<file path="src/logic/sltc_pkg.sv">
// shared constants and types for the transmit control block
package sltc_pkg;
    // ------------------------------------------------------------
    // register addresses on the four address signals
    // ------------------------------------------------------------
    localparam logic [3:0] ADDR_SILO = 4'h8;
    localparam logic [3:0] ADDR_CTL = 4'h9;
    // ------------------------------------------------------------
    // control register bit positions
    // ------------------------------------------------------------
    localparam int BIT_SOM = 0;
    localparam int BIT_EOM = 1;
    localparam int BIT_RDY = 4;
    localparam int BIT_SW = 5;
    localparam int BIT_ACT = 6;
    localparam int BIT_CLR = 7;
    // ------------------------------------------------------------
    // widths, line constants
    // ------------------------------------------------------------
    localparam int CTL_W = 4;
    localparam int CHAR_W = 8;
    localparam int ENTRY_W = CTL_W + CHAR_W;
    localparam int FIFO_DEPTH = 8;
    localparam int BIT_DIV = 8;
    localparam logic [3:0] CTL_RESET = 4'h0;
    localparam logic [7:0] FLAG_CHAR = 8'h7e;
    localparam logic [15:0] CRC_POLY = 16'h8408;
    localparam logic [15:0] CRC_INIT = 16'hffff;
    localparam logic [2:0] STUFF_RUN = 3'h5;
    localparam logic [3:0] CHAR_BITS = 4'h8;
    // transmit sequencer states, gray along the usual path
    typedef enum logic [2:0] {
        ST_IDLE = 3'b000,
        ST_RUN = 3'b001,
        ST_CRC1 = 3'b011,
        ST_CRC2 = 3'b010,
        ST_TERM = 3'b110
    } sltc_state_t;
endpackage

</file>
<file path="src/logic/sltc_chan_if.sv">
// channel between sequencer, silo and serializer
`timescale 1ns/1ps
interface sltc_chan_if;
    import sltc_pkg::*;
    logic pushValid;
    logic pushReady;
    logic [ENTRY_W-1:0] pushData;
    logic popValid;
    logic popReady;
    logic [ENTRY_W-1:0] popData;
    logic load;
    logic rdy;
    logic busy;
    logic stuffEn;
    logic crcAcc;
    logic crcClr;
    logic [7:0] txByte;
    logic [15:0] crcVal;
    modport ctl(output pushValid, pushData, popReady, load, stuffEn, crcAcc, crcClr, txByte,
                input pushReady, popValid, popData, rdy, busy, crcVal);
    modport fifo(input pushValid, pushData, popReady, output pushReady, popValid, popData);
    modport ser(input load, stuffEn, crcAcc, crcClr, txByte, output rdy, busy, crcVal);
endinterface

</file>
<file path="src/logic/sltc_fifo.sv">
// outbound character silo with registered read stage
`timescale 1ns/1ps
module sltc_fifo #(
    parameter int WIDTH = sltc_pkg::ENTRY_W,
    parameter int DEPTH = sltc_pkg::FIFO_DEPTH
) (
    // clock and resets
    input wire logic core_clk,
    input wire logic rst,
    input wire logic clr,
    // channel
    sltc_chan_if.fifo ch
);
    import sltc_pkg::*;
    localparam int AW = $clog2(DEPTH);
    if (DEPTH < 2 || (DEPTH & (DEPTH - 1)) != 0 || WIDTH != ENTRY_W) begin : g_bad
        $error("sltc_fifo: depth must be a power of two and width must match the entry");
    end
    logic [WIDTH-1:0] mem [DEPTH];
    logic [AW-1:0] wrPtr_reg, wrPtr_next, rdPtr_reg, rdPtr_next;
    logic [AW:0] count_reg, count_next;
    logic outValid_reg, outValid_next;
    logic [WIDTH-1:0] outData_reg;
    logic doWr, doRd;
    // full stops the writer; the output stage refills whenever it drains
    always_comb begin
        doWr = ch.pushValid && (count_reg != (AW+1)'(DEPTH));
        doRd = (count_reg != '0) && (!outValid_reg || ch.popReady);
        wrPtr_next = doWr ? wrPtr_reg + 1'b1 : wrPtr_reg;
        rdPtr_next = doRd ? rdPtr_reg + 1'b1 : rdPtr_reg;
        count_next = count_reg + {{AW{1'b0}}, doWr} - {{AW{1'b0}}, doRd};
        outValid_next = doRd || (outValid_reg && !ch.popReady);
        if (clr) begin
            wrPtr_next = '0;
            rdPtr_next = '0;
            count_next = '0;
            outValid_next = 1'b0;
        end
    end
    always_ff @(posedge core_clk or posedge rst) begin
        if (rst) begin
            wrPtr_reg <= '0;
            rdPtr_reg <= '0;
            count_reg <= '0;
            outValid_reg <= 1'b0;
        end else begin
            wrPtr_reg <= wrPtr_next;
            rdPtr_reg <= rdPtr_next;
            count_reg <= count_next;
            outValid_reg <= outValid_next;
        end
    end
    // storage and registered read data carry no reset
    always_ff @(posedge core_clk) begin
        if (doWr && !clr) begin
            mem[wrPtr_reg] <= ch.pushData;
        end
        if (doRd) begin
            outData_reg <= mem[rdPtr_reg];
        end
    end
    assign ch.pushReady = (count_reg != (AW+1)'(DEPTH));
    assign ch.popValid = outValid_reg;
    assign ch.popData = outData_reg;
endmodule

</file>
<file path="src/logic/sltc_ser.sv">
// bit serializer with zero insertion and crc accumulation
`timescale 1ns/1ps
module sltc_ser #(
    parameter int DIV = sltc_pkg::BIT_DIV
) (
    // clock and resets
    input wire logic core_clk,
    input wire logic rst,
    input wire logic clr,
    // channel and line
    sltc_chan_if.ser ch,
    output logic txLine
);
    import sltc_pkg::*;
    if (DIV < 2 || DIV > 65535) begin : g_bad
        $error("sltc_ser: divider out of range");
    end
    logic [15:0] div_reg, div_next;
    logic [7:0] shift_reg, shift_next;
    logic [3:0] bitCnt_reg, bitCnt_next;
    logic [2:0] ones_reg, ones_next;
    logic busy_reg, busy_next, stuff_reg, stuff_next, acc_reg, acc_next, line_reg, line_next;
    logic [15:0] crc_reg, crc_next;
    logic tick, bitOut;
    // one bit time per divider wrap
    always_comb begin
        tick = (div_reg == '0);
        div_next = tick ? 16'(DIV - 1) : div_reg - 16'h1;
        {shift_next, bitCnt_next, ones_next} = {shift_reg, bitCnt_reg, ones_reg};
        {busy_next, stuff_next, acc_next, line_next} = {busy_reg, stuff_reg, acc_reg, line_reg};
        crc_next = ch.crcClr ? CRC_INIT : crc_reg;
        bitOut = shift_reg[0];
        if (ch.load && !busy_reg) begin
            shift_next = ch.txByte;
            bitCnt_next = CHAR_BITS;
            busy_next = 1'b1;
            stuff_next = ch.stuffEn;
            acc_next = ch.crcAcc;
        end else if (busy_reg && tick) begin
            if (stuff_reg && ones_reg == STUFF_RUN) begin
                line_next = 1'b0;
                ones_next = '0;
            end else if (bitCnt_reg != '0) begin
                line_next = bitOut;
                shift_next = {1'b0, shift_reg[7:1]};
                bitCnt_next = bitCnt_reg - 4'h1;
                ones_next = (bitOut && stuff_reg) ? ones_reg + 3'h1 : 3'h0;
                if (acc_reg) begin
                    crc_next = {1'b0, crc_reg[15:1]} ^ ((crc_reg[0] ^ bitOut) ? CRC_POLY : 16'h0);
                end
            end
            // a pending zero is owed to this character even after its last bit
            busy_next = !(bitCnt_next == '0 && !(stuff_reg && ones_next == STUFF_RUN));
        end else if (!busy_reg && tick) begin
            line_next = 1'b1;
        end
        if (clr) begin
            busy_next = 1'b0;
            ones_next = '0;
            line_next = 1'b1;
        end
    end
    always_ff @(posedge core_clk or posedge rst) begin
        if (rst) begin
            div_reg <= '0;
            shift_reg <= '0;
            bitCnt_reg <= '0;
            ones_reg <= '0;
            {busy_reg, stuff_reg, acc_reg} <= 3'h0;
            line_reg <= 1'b1;
            crc_reg <= CRC_INIT;
        end else begin
            div_reg <= div_next;
            shift_reg <= shift_next;
            bitCnt_reg <= bitCnt_next;
            ones_reg <= ones_next;
            {busy_reg, stuff_reg, acc_reg} <= {busy_next, stuff_next, acc_next};
            line_reg <= line_next;
            crc_reg <= crc_next;
        end
    end
    assign ch.rdy = !busy_reg;
    assign ch.busy = busy_reg;
    assign ch.crcVal = crc_reg;
    assign txLine = line_reg;
endmodule

</file>
<file path="src/logic/sltc_tx_control.sv">
// transmit control of the synchronous line unit
`timescale 1ns/1ps
module sltc_tx_control #(
    parameter int BIT_DIV = sltc_pkg::BIT_DIV,
    parameter int FIFO_DEPTH = sltc_pkg::FIFO_DEPTH
) (
    // clock and initialization
    input wire logic core_clk,
    input wire logic rst,
    // outbound bus from the processor
    input wire logic obusWrite,
    input wire logic [3:0] obusAddr,
    input wire logic [sltc_pkg::CHAR_W-1:0] obusData,
    // inbound read path to the processor
    input wire logic [3:0] ibusAddr,
    output logic [sltc_pkg::CHAR_W-1:0] ibusData,
    // static configuration and board switch
    input wire logic charSyncMode,
    input wire logic crcEnable,
    input wire logic boardSwitch,
    // serial line
    output logic txLine,
    output logic txActive
);
    import sltc_pkg::*;

    sltc_chan_if ch();

    // ------------------------------------------------------------
    // register decode
    // ------------------------------------------------------------
    logic ctlWrite, siloWrite, txClear;
    logic [CTL_W-1:0] ctl_reg, ctl_next;

    // one write per cycle, so the control write and the silo load never collide
    always_comb begin
        ctlWrite = obusWrite && (obusAddr == ADDR_CTL);
        siloWrite = obusWrite && (obusAddr == ADDR_SILO);
        txClear = ctlWrite && obusData[BIT_CLR];
    end

    // control bits wait here until the next character takes them
    always_comb begin
        ctl_next = ctl_reg;
        if (ctlWrite) begin
            ctl_next = txClear ? CTL_RESET : obusData[CTL_W-1:0];
        end
        if (siloWrite && ch.pushReady) begin
            ctl_next = CTL_RESET;
        end
    end

    always_ff @(posedge core_clk or posedge rst) begin
        if (rst) begin
            ctl_reg <= CTL_RESET;
        end else begin
            ctl_reg <= ctl_next;
        end
    end

    // a write while full is dropped; software is expected to poll ready
    assign ch.pushValid = siloWrite;
    assign ch.pushData = {ctl_reg, obusData};

    // ------------------------------------------------------------
    // board switch synchroniser
    // ------------------------------------------------------------
    logic sw1_reg, sw2_reg, sw3_reg, swStable_reg, swStable_next;

    // the switch only counts once the last two stages agree
    always_comb begin
        swStable_next = (sw2_reg == sw3_reg) ? sw3_reg : swStable_reg;
    end

    always_ff @(posedge core_clk or posedge rst) begin
        if (rst) begin
            {sw1_reg, sw2_reg, sw3_reg, swStable_reg} <= 4'h0;
        end else begin
            sw1_reg <= boardSwitch;
            sw2_reg <= sw1_reg;
            sw3_reg <= sw2_reg;
            swStable_reg <= swStable_next;
        end
    end

    // ------------------------------------------------------------
    // silo and serializer
    // ------------------------------------------------------------
    sltc_fifo #(
        .WIDTH(ENTRY_W),
        .DEPTH(FIFO_DEPTH)
    ) i_sltc_fifo (
        .core_clk(core_clk),
        .rst(rst),
        .clr(txClear),
        .ch(ch.fifo)
    );

    sltc_ser #(
        .DIV(BIT_DIV)
    ) i_sltc_ser (
        .core_clk(core_clk),
        .rst(rst),
        .clr(txClear),
        .ch(ch.ser),
        .txLine(txLine)
    );

    // ------------------------------------------------------------
    // transmit sequencer
    // ------------------------------------------------------------
    sltc_state_t state_reg, state_next;
    logic [CHAR_W-1:0] fill_reg, fill_next;
    logic pre_reg, pre_next, lock_reg, lock_next;
    logic entSom, entEom, crcOn;
    logic [CHAR_W-1:0] entChar;

    always_comb begin
        entChar = ch.popData[CHAR_W-1:0];
        entSom = ch.popData[CHAR_W+BIT_SOM];
        entEom = ch.popData[CHAR_W+BIT_EOM];
        crcOn = crcEnable || lock_reg;
    end

    // decisions other than a clear are taken only between characters, when the serializer is free
    always_comb begin
        state_next = state_reg;
        fill_next = fill_reg;
        pre_next = pre_reg;
        lock_next = lock_reg;
        ch.popReady = 1'b0;
        ch.load = 1'b0;
        ch.txByte = fill_reg;
        ch.stuffEn = 1'b0;
        ch.crcAcc = 1'b0;
        ch.crcClr = 1'b0;
        if (txClear) begin
            state_next = ST_IDLE;
            pre_next = 1'b0;
            lock_next = 1'b0;
        end else if (ch.rdy) begin
            unique case (state_reg)
                ST_IDLE, ST_RUN: begin
                    if (ch.popValid) begin
                        ch.popReady = 1'b1;
                        ch.load = 1'b1;
                        if (entSom) begin
                            pre_next = 1'b1;
                            ch.crcClr = 1'b1;
                            state_next = ST_RUN;
                            if (charSyncMode) begin
                                fill_next = entChar;
                                ch.txByte = entChar;
                                lock_next = 1'b1;
                            end else begin
                                fill_next = FLAG_CHAR;
                                ch.txByte = FLAG_CHAR;
                            end
                        end else if (entEom && !charSyncMode) begin
                            ch.load = 1'b0;
                            pre_next = 1'b0;
                            state_next = ST_CRC1;
                        end else begin
                            pre_next = 1'b0;
                            ch.txByte = entChar;
                            ch.stuffEn = !charSyncMode;
                            ch.crcAcc = crcOn;
                            state_next = entEom ? ST_CRC1 : ST_RUN;
                        end
                    end else if (state_reg == ST_RUN) begin
                        ch.load = 1'b1;
                    end
                end
                ST_CRC1: begin
                    ch.load = 1'b1;
                    ch.txByte = ch.crcVal[7:0];
                    ch.stuffEn = !charSyncMode;
                    state_next = ST_CRC2;
                end
                ST_CRC2: begin
                    ch.load = 1'b1;
                    ch.txByte = ch.crcVal[15:8];
                    ch.stuffEn = !charSyncMode;
                    if (charSyncMode) begin
                        state_next = (ch.popValid && entSom) ? ST_RUN : ST_IDLE;
                    end else begin
                        state_next = ST_TERM;
                    end
                end
                ST_TERM: begin
                    ch.load = 1'b1;
                    ch.txByte = FLAG_CHAR;
                    fill_next = FLAG_CHAR;
                    if (ch.popValid && entEom) begin
                        ch.popReady = 1'b1;
                        state_next = ST_IDLE;
                    end else begin
                        state_next = ST_RUN;
                    end
                end
                default: begin
                    state_next = ST_IDLE;
                end
            endcase
        end
    end

    always_ff @(posedge core_clk or posedge rst) begin
        if (rst) begin
            state_reg <= ST_IDLE;
            fill_reg <= FLAG_CHAR;
            pre_reg <= 1'b0;
            lock_reg <= 1'b0;
        end else begin
            state_reg <= state_next;
            fill_reg <= fill_next;
            pre_reg <= pre_next;
            lock_reg <= lock_next;
        end
    end

    // ------------------------------------------------------------
    // status and read-back
    // ------------------------------------------------------------
    logic act_reg, act_next;
    logic [CHAR_W-1:0] rd_reg, rd_next;

    // write-only bits read back as zero
    always_comb begin
        act_next = !txClear && (state_next != ST_IDLE || ch.busy || ch.load);
        rd_next = '0;
        if (ibusAddr == ADDR_CTL) begin
            rd_next[BIT_RDY] = ch.pushReady;
            rd_next[BIT_SW] = swStable_reg;
            rd_next[BIT_ACT] = act_reg;
        end
    end

    always_ff @(posedge core_clk or posedge rst) begin
        if (rst) begin
            act_reg <= 1'b0;
            rd_reg <= '0;
        end else begin
            act_reg <= act_next;
            rd_reg <= rd_next;
        end
    end

    assign ibusData = rd_reg;
    assign txActive = act_reg;
endmodule

</file>
<file path="config.mk">
export PLATFORM = sky130hd
export DESIGN_NAME = sltc_tx_control
export DESIGN_NICKNAME = d
export VERILOG_FILES = /design/src/logic/sltc_pkg.sv /design/src/logic/sltc_chan_if.sv /design/src/logic/sltc_fifo.sv /design/src/logic/sltc_ser.sv /design/src/logic/sltc_tx_control.sv
export SDC_FILE = /design/constraint.sdc
export NUM_CORES = 1
export LEC_CHECK = 0
export BUFFER_PORTS_ARGS = -buffer_cell sky130_fd_sc_hd__buf_2
export CORE_AREA = 4 4 103 202
export DETAILED_ROUTE_END_ITERATION = 7
export DIE_AREA = 0 0 107 206
export SETUP_SLACK_MARGIN = 0.15
export SYNTH_ARGS = -nofsm -noshare
export SYNTH_HDL_FRONTEND = slang
export SYNTH_SLANG_ARGS = --single-unit
</file>
<file path="constraint.sdc">
create_clock -name core_clk -period 4.25 [get_ports core_clk]
set_clock_uncertainty 0.05 [all_clocks]
set_input_delay 0.6375 -clock core_clk [delete_from_list [all_inputs] [get_ports core_clk]]
set_output_delay 0.6375 -clock core_clk [all_outputs]
set_load 0.02 [all_outputs]
</file>
* After elaboration in Yosys (flattened, before gate mapping)
Memory sizes are Yosys's and may differ from the RTL's. A register that Yosys moved wholly into a read port is not among the register bits.
Index checks and enable logic that the tools add are counted.
** Cells by class
- Order comparisons :: 0
- Div/mod/pow operators :: 0
- Reduce and logical (&&, ||, !) cells :: 57
- $mul :: 0
- Shift-type cells :: 0
- Bitwise gates (word level) :: 4
- Mux-type cells :: 102
- $add $sub $neg :: 7
- Equal/unequal tests :: 17
** Operators by type and width (count)
- two-way mux 16 bit :: 8
- two-way mux 8 bit :: 12
- two-way mux 3 bit :: 17
- two-way mux 1 bit :: 46
- two-way mux 4 bit :: 10
- one-hot mux 8 bit (4 select lines) :: 1
- nonzero test 2 bit :: 11
- logical AND 1 bit :: 18
- zero test 16 bit :: 1
- one-hot mux 8 bit (2 select lines) :: 1
- subtractor 16 x 1 -> 16 bit (second input constant) :: 1
- bitwise XOR 15 x 16 -> 16 bit :: 1
- equality test 4 bit (second input constant) :: 3
- one-hot mux 3 bit (4 select lines) :: 1
- AND reduction 5 bit :: 2
- adder 3 x 1 -> 3 bit (second input constant) :: 3
- equality test 3 bit (second input constant) :: 3
- nonzero test 3 bit :: 3
- != test 4 bit (second input constant) :: 2
- nonzero test 4 bit :: 2
- zero test 1 bit :: 7
- equality test 3 x 2 -> 1 bit (second input constant) :: 2
- two-way mux 2 bit :: 3
- != test 2 x 1 -> 1 bit (second input constant) :: 3
- 16 further kinds :: 26
** Word-level totals
- Bits in read-only memories :: 0
- Memory bits (writable) :: 96
- Memories kept :: 1
- Latch bits :: 0
- Logic and storage cells :: 211
- Bits in registers :: 86
** Memories
- i_sltc_fifo.mem :: depth 8, bits a word 12, read ports 1, clocked after memory_dff 1, wr ports 1, RTL line sltc_fifo.sv:19 : logic [WIDTH-1:0] mem [DEPTH];

* Depth between registers and ports, before layout
- Depth after elaboration :: 18
- Gate-level depth with buffers :: 13
- Mapped depth without buffers :: 12

* By module
Synthesis repeated with hierarchy kept, for this count alone.
** Second synthesis, totals
- Cell total of the unflattened synthesis :: 691
- Area total of the unflattened synthesis :: 8882.3 um^2
** Modules (own cells, without submodules)
- sltc_fifo :: area an instance 4737.0 um^2, cells an instance 230, instances 1
- sltc_ser :: area an instance 2585.0 um^2, cells an instance 274, instances 1
- sltc_tx_control :: area an instance 1560.2 um^2, cells an instance 187, instances 1

* Worst setup path before layout
Ideal clock, no wire load.
- Path type :: input to register
- Start :: in obusAddr[3]
- End :: reg i_sltc_fifo.count_reg[1]
- Setup slack :: 0.834 ns
- Data required time :: 4.081 ns
- Arrival :: 3.247 ns
- Library setup time :: 0.119 ns
- Stages :: 10
- Path buffers :: 1
- Path through :: nor4bb_1 -> and3_1 -> clkbuf_1 -> or3_1 -> a21oi_1 -> ha_1 -> inv_1 -> ha_1 -> fa_1 -> and2_1
** On the way
- Word-level cells in the longest chain between the ends :: 8
- Elaborated cells between the ends (all ways) :: 12
** RTL lines
- start, declared :: RTL line sltc_tx_control.sv:12 : input wire logic [3:0] obusAddr,
- equality test 4 bit :: RTL line sltc_tx_control.sv:37 : ctlWrite = obusWrite && (obusAddr == ADDR_CTL);
- logical AND 1 bit :: RTL line sltc_tx_control.sv:37
- logical AND 1 bit :: RTL line sltc_tx_control.sv:39 : txClear = ctlWrite && obusData[BIT_CLR];
- two-way mux 1 bit :: RTL line sltc_tx_control.sv:137 : if (txClear) begin
- logical OR 1 bit :: RTL line sltc_fifo.sv:28 : doRd = (count_reg != '0) && (!outValid_reg || ch.popReady);
- logical AND 1 bit :: RTL line sltc_fifo.sv:28
- net i_sltc_fifo.doRd :: RTL line sltc_fifo.sv:24 : logic doWr, doRd;
- subtractor 4 x 1 -> 4 bit :: RTL line sltc_fifo.sv:31 : count_next = count_reg + {{AW{1'b0}}, doWr} - {{AW{1'b0}}, doRd};
- two-way mux 4 bit :: RTL line sltc_fifo.sv:33 : if (clr) begin
- net i_sltc_fifo.count_next[1] :: RTL line sltc_fifo.sv:21 : logic [AW:0] count_reg, count_next;
- end signal, assigned :: RTL line sltc_fifo.sv:49 : count_reg <= count_next;
- end, declared :: RTL line sltc_fifo.sv:21
The timed path passes the listed nets, and every way through them passes these cells.
A chain may end at the register's enable or synchronous reset.

* Worst setup path after layout
- Start :: reg state_reg[0]
- End :: reg i_sltc_fifo.count_reg[2]
** On the way
- Word-level cells in the longest chain between the ends :: 9
- Elaborated cells between the ends (all ways) :: 11
** RTL lines
- start, declared :: RTL line sltc_tx_control.sv:112 : sltc_state_t state_reg, state_next;
- start signal, assigned :: RTL line sltc_tx_control.sv:215 : state_reg <= state_next;
- equality test 3 x 1 -> 1 bit / zero test 3 bit (equally long branches) :: RTL line sltc_tx_control.sv:142 : unique case (state_reg)
- OR reduction 2 bit :: RTL line sltc_tx_control.sv:142
- one-hot mux 1 bit (2 select lines) (*) :: RTL line sltc_tx_control.sv:142
- two-way mux 1 bit (*) :: RTL line sltc_tx_control.sv:141 : end else if (ch.rdy) begin
- two-way mux 1 bit (*) :: RTL line sltc_tx_control.sv:137
- logical OR 1 bit (*) :: RTL line sltc_fifo.sv:28
- logical AND 1 bit (*) :: RTL line sltc_fifo.sv:28
- net i_sltc_fifo.doRd :: RTL line sltc_fifo.sv:24
- subtractor 4 x 1 -> 4 bit (*) :: RTL line sltc_fifo.sv:31
- two-way mux 4 bit (*) :: RTL line sltc_fifo.sv:33
- net i_sltc_fifo.count_next[2] :: RTL line sltc_fifo.sv:21
Mark *: on every way through the listed nets, which the timed path passes. The rest lies on a longest branch.

==> results.yml <==
grt:
  grt_max_degree: 56
  gr-total-overflow: 0
  antenna_found_initial: 1
  grt_pass1_wl_mm: 28.0
  grt_pass1_vias: 5411
  track_usage: 0.166
placed_design:
  dp_hpwl_mm: 12.1
  gp_congestion: 0.979
  pre_cts_slack_ps: 986
  port_buffers: 26
hold_path:
  hold_path.class: "in -> async"
die:
  die_area_um2: 22000
  io_pins: 32
  rows: 72
  initial_utilization: 0.412
  die_h_um: 206
  core_area_um2: 19300
  die_w_um: 107
cts:
  clock_latency_ps: 440
  cts_made_buffers: 17
  cts_resized: 0
  cts.sinks: 174
  h-tree-depth: 4
  postCtsSetupRepairBufs: 0
  clockBufferDepth: 2
  cts.clk_slew.worst_paths_ps: 70
  root_buffer: "clkbuf_16"
  cts_hold_buf: 0
  cts_tree: "built"
synthesis:
  async_flop_share: 0.483
  syn_area_um2: 7950
  synth_seq_cells: 174
  yosysUniqueCellTypes: 61
  synth_cells: 633
  ys_seq_area_frac: 0.608
  synth_flop_cell: "edfxtp_1"
  avgSynthCellArea_um2: 12.6
  synth_edf_count: 90
  ys_warn_count: 0
critical_path:
  crit_chain: "nand2b_1, nor2_1, a21oi_1, or3_1, a21oi_1, buf_4, ha_1, inv_1, ha_1, fa_1, xnor2_1, nor2_1"
  r2r_setup_slack_ps: 1080
  startpoint_type: "flop"
  crit_family: "simple AND/OR/NAND/NOR gates"
  arrival_ps: 3440
  cp_slowest_stage_delay_ps: 640
  endpoint_kind: "flop"
  worstPathRequired_ps: 4510
  path_buf_inv: 2
  crit_slowest_cell: "dfrtp_1"
  cp_max_fo: 14
  critPathKind: "reg -> reg"
detailed_routing:
  drt_first_iter_violations: 232
  post_drt_wl_per_cell_um: 18.0
  via_count: 5009
  drc: 0
  ant_nets: 0
  viasPerCell: 5.32
  routed_wl_mm: 17.0
  drt_first_pass_iters: 5
layout:
  largest_register_ffs: 80
  final_nets: 706
  area_growth_pct: 13.2
  diodes: 0
  layout.cells.most_common: "edfxtp_1"
  final_cell_mix: "90 x edfxtp_1, 66 x nor2_1, 61 x dfrtp_1"
  drive_gt1_frac: 0.212
timing:
  worst_slack_ps: 1080
  final_hold_viol_count: 0
  final_max_slew_viol_count: 0
  setup_tns_ps: 0
  slew_headroom: 0.295
  fmax_mhz: 315
  min_period_ps: 3170
  rsz0062_at_grt: "no"
  worst_pin_slew_ps: 1060
  fin_crit_sh: 0.747
  setup_viol: 0
pwr:
  share_comb_of_total_power: 0.252
  switchingPower_mw: 1.73
  irDropWorstVdd_mv: 0.489
  p_per_area_nw_per_um2: 591
  p_leak_nw: 3.63
  power_frac_seq: 0.456
  p_int_mw: 3.59
  p_clk_frac: 0.292
  sw_frac_of_total: 0.325
outcome:
  status: "complete, no violations"
flow_run:
  drv_cap: 0
-- synth_stat cells, drive strengths merged (6+ instances only) --
cell,n,share of area
nor3,16,0.011
a31oi,7,0.0055
o22ai,6,0.0047
mux2,11,0.016
mux2i,24,0.030
nand4,6,0.0047
nand2,41,0.019
xor2,8,0.0088
nor2,66,0.031
nand2b,7,0.0055
dfstp,23,0.076
a211oi,9,0.0091
buf,13,0.011
o21ai,31,0.020
ha,13,0.020
xnor2,11,0.012
or2,7,0.0055
edfxtp,90,0.34
inv,34,0.016
mux4,20,0.057
a21oi,31,0.020
nand3,13,0.0088
clkbuf,16,0.0076
nor2b,6,0.0047
dfrtp,61,0.19
nor3b,9,0.0085
-- final cells by class --
class / instances / area, um2
multi-input combinational: 399 / 2860
tap: 259 / 324
clock inverter: 14 / 164
inverter: 35 / 133
sequential: 174 / 4830
clock buffer: 18 / 429
fill: 1732 / 10300
timing repair buffer: 43 / 258
-- cells by family after synthesis --
logic type,after synthesis,synth area share
other,1,0.000472
and+or+nand+nor,197,0.124
adders and majority gates,15,0.0242
muxes,55,0.102
AOI/OAI and AO/OA,108,0.0850
buffers and inverters,64,0.0348
xor gates and xnor gates,19,0.0209
DFF,174,0.608
-- stage by stage --
step	instance area [um2]	hold WS [ps]	std cells	util	power, mW
floorplan	7970	281	637	-	3.40
global placement	8400	284	910	0.436	3.74
detailed placement	8400	290	910	0.436	3.80
CTS	9000	176	942	0.467	5.37
global route	9000	220	942	0.467	5.63
finish	9000	174	942	0.467	5.31
-- metal layers --
metal  share of wire  wire length [um]  track usage  up-vias
li1                -                 -            -     2393
met1            0.34              5830        0.161     2501
met2            0.60             10100        0.325       85
met3           0.027               455       0.0344       28
met4           0.031               518       0.0800        2
met5         0.00041                 7            0        -
-- path summary, 6_finish.rpt --
kind | endpoint | cells past startpoint | start
worst max-delay path | i_sltc_fifo.count_reg[2]$_DFF_PP0_ | 12 | state_reg[0]$_DFF_PP0_
worst min register to register | sw2_reg$_DFF_PP0_ | 0 | sw1_reg$_DFF_PP0_
worst min-delay path | ibusData[6]$_DFF_PP0_ | 2 | rst
worst max register to register | i_sltc_fifo.count_reg[2]$_DFF_PP0_ | 12 | state_reg[0]$_DFF_PP0_
max in group asynchronous | i_sltc_ser.shift_reg[2]$_DFFE_PP0P_ | 3 | rst
min in group core_clk | sw1_reg$_DFF_PP0_ | 1 | boardSwitch
-- power by group through the flow --
stage,registers (mW),logic (mW),clock network (mW)
global placement,2.44,1.30,0
global route,2.46,1.51,1.66
CTS,2.42,1.35,1.60
floorplan,2.28,1.12,0
finish,2.42,1.34,1.55
detailed placement,2.45,1.35,0
(Power assumes the default switching activity.)
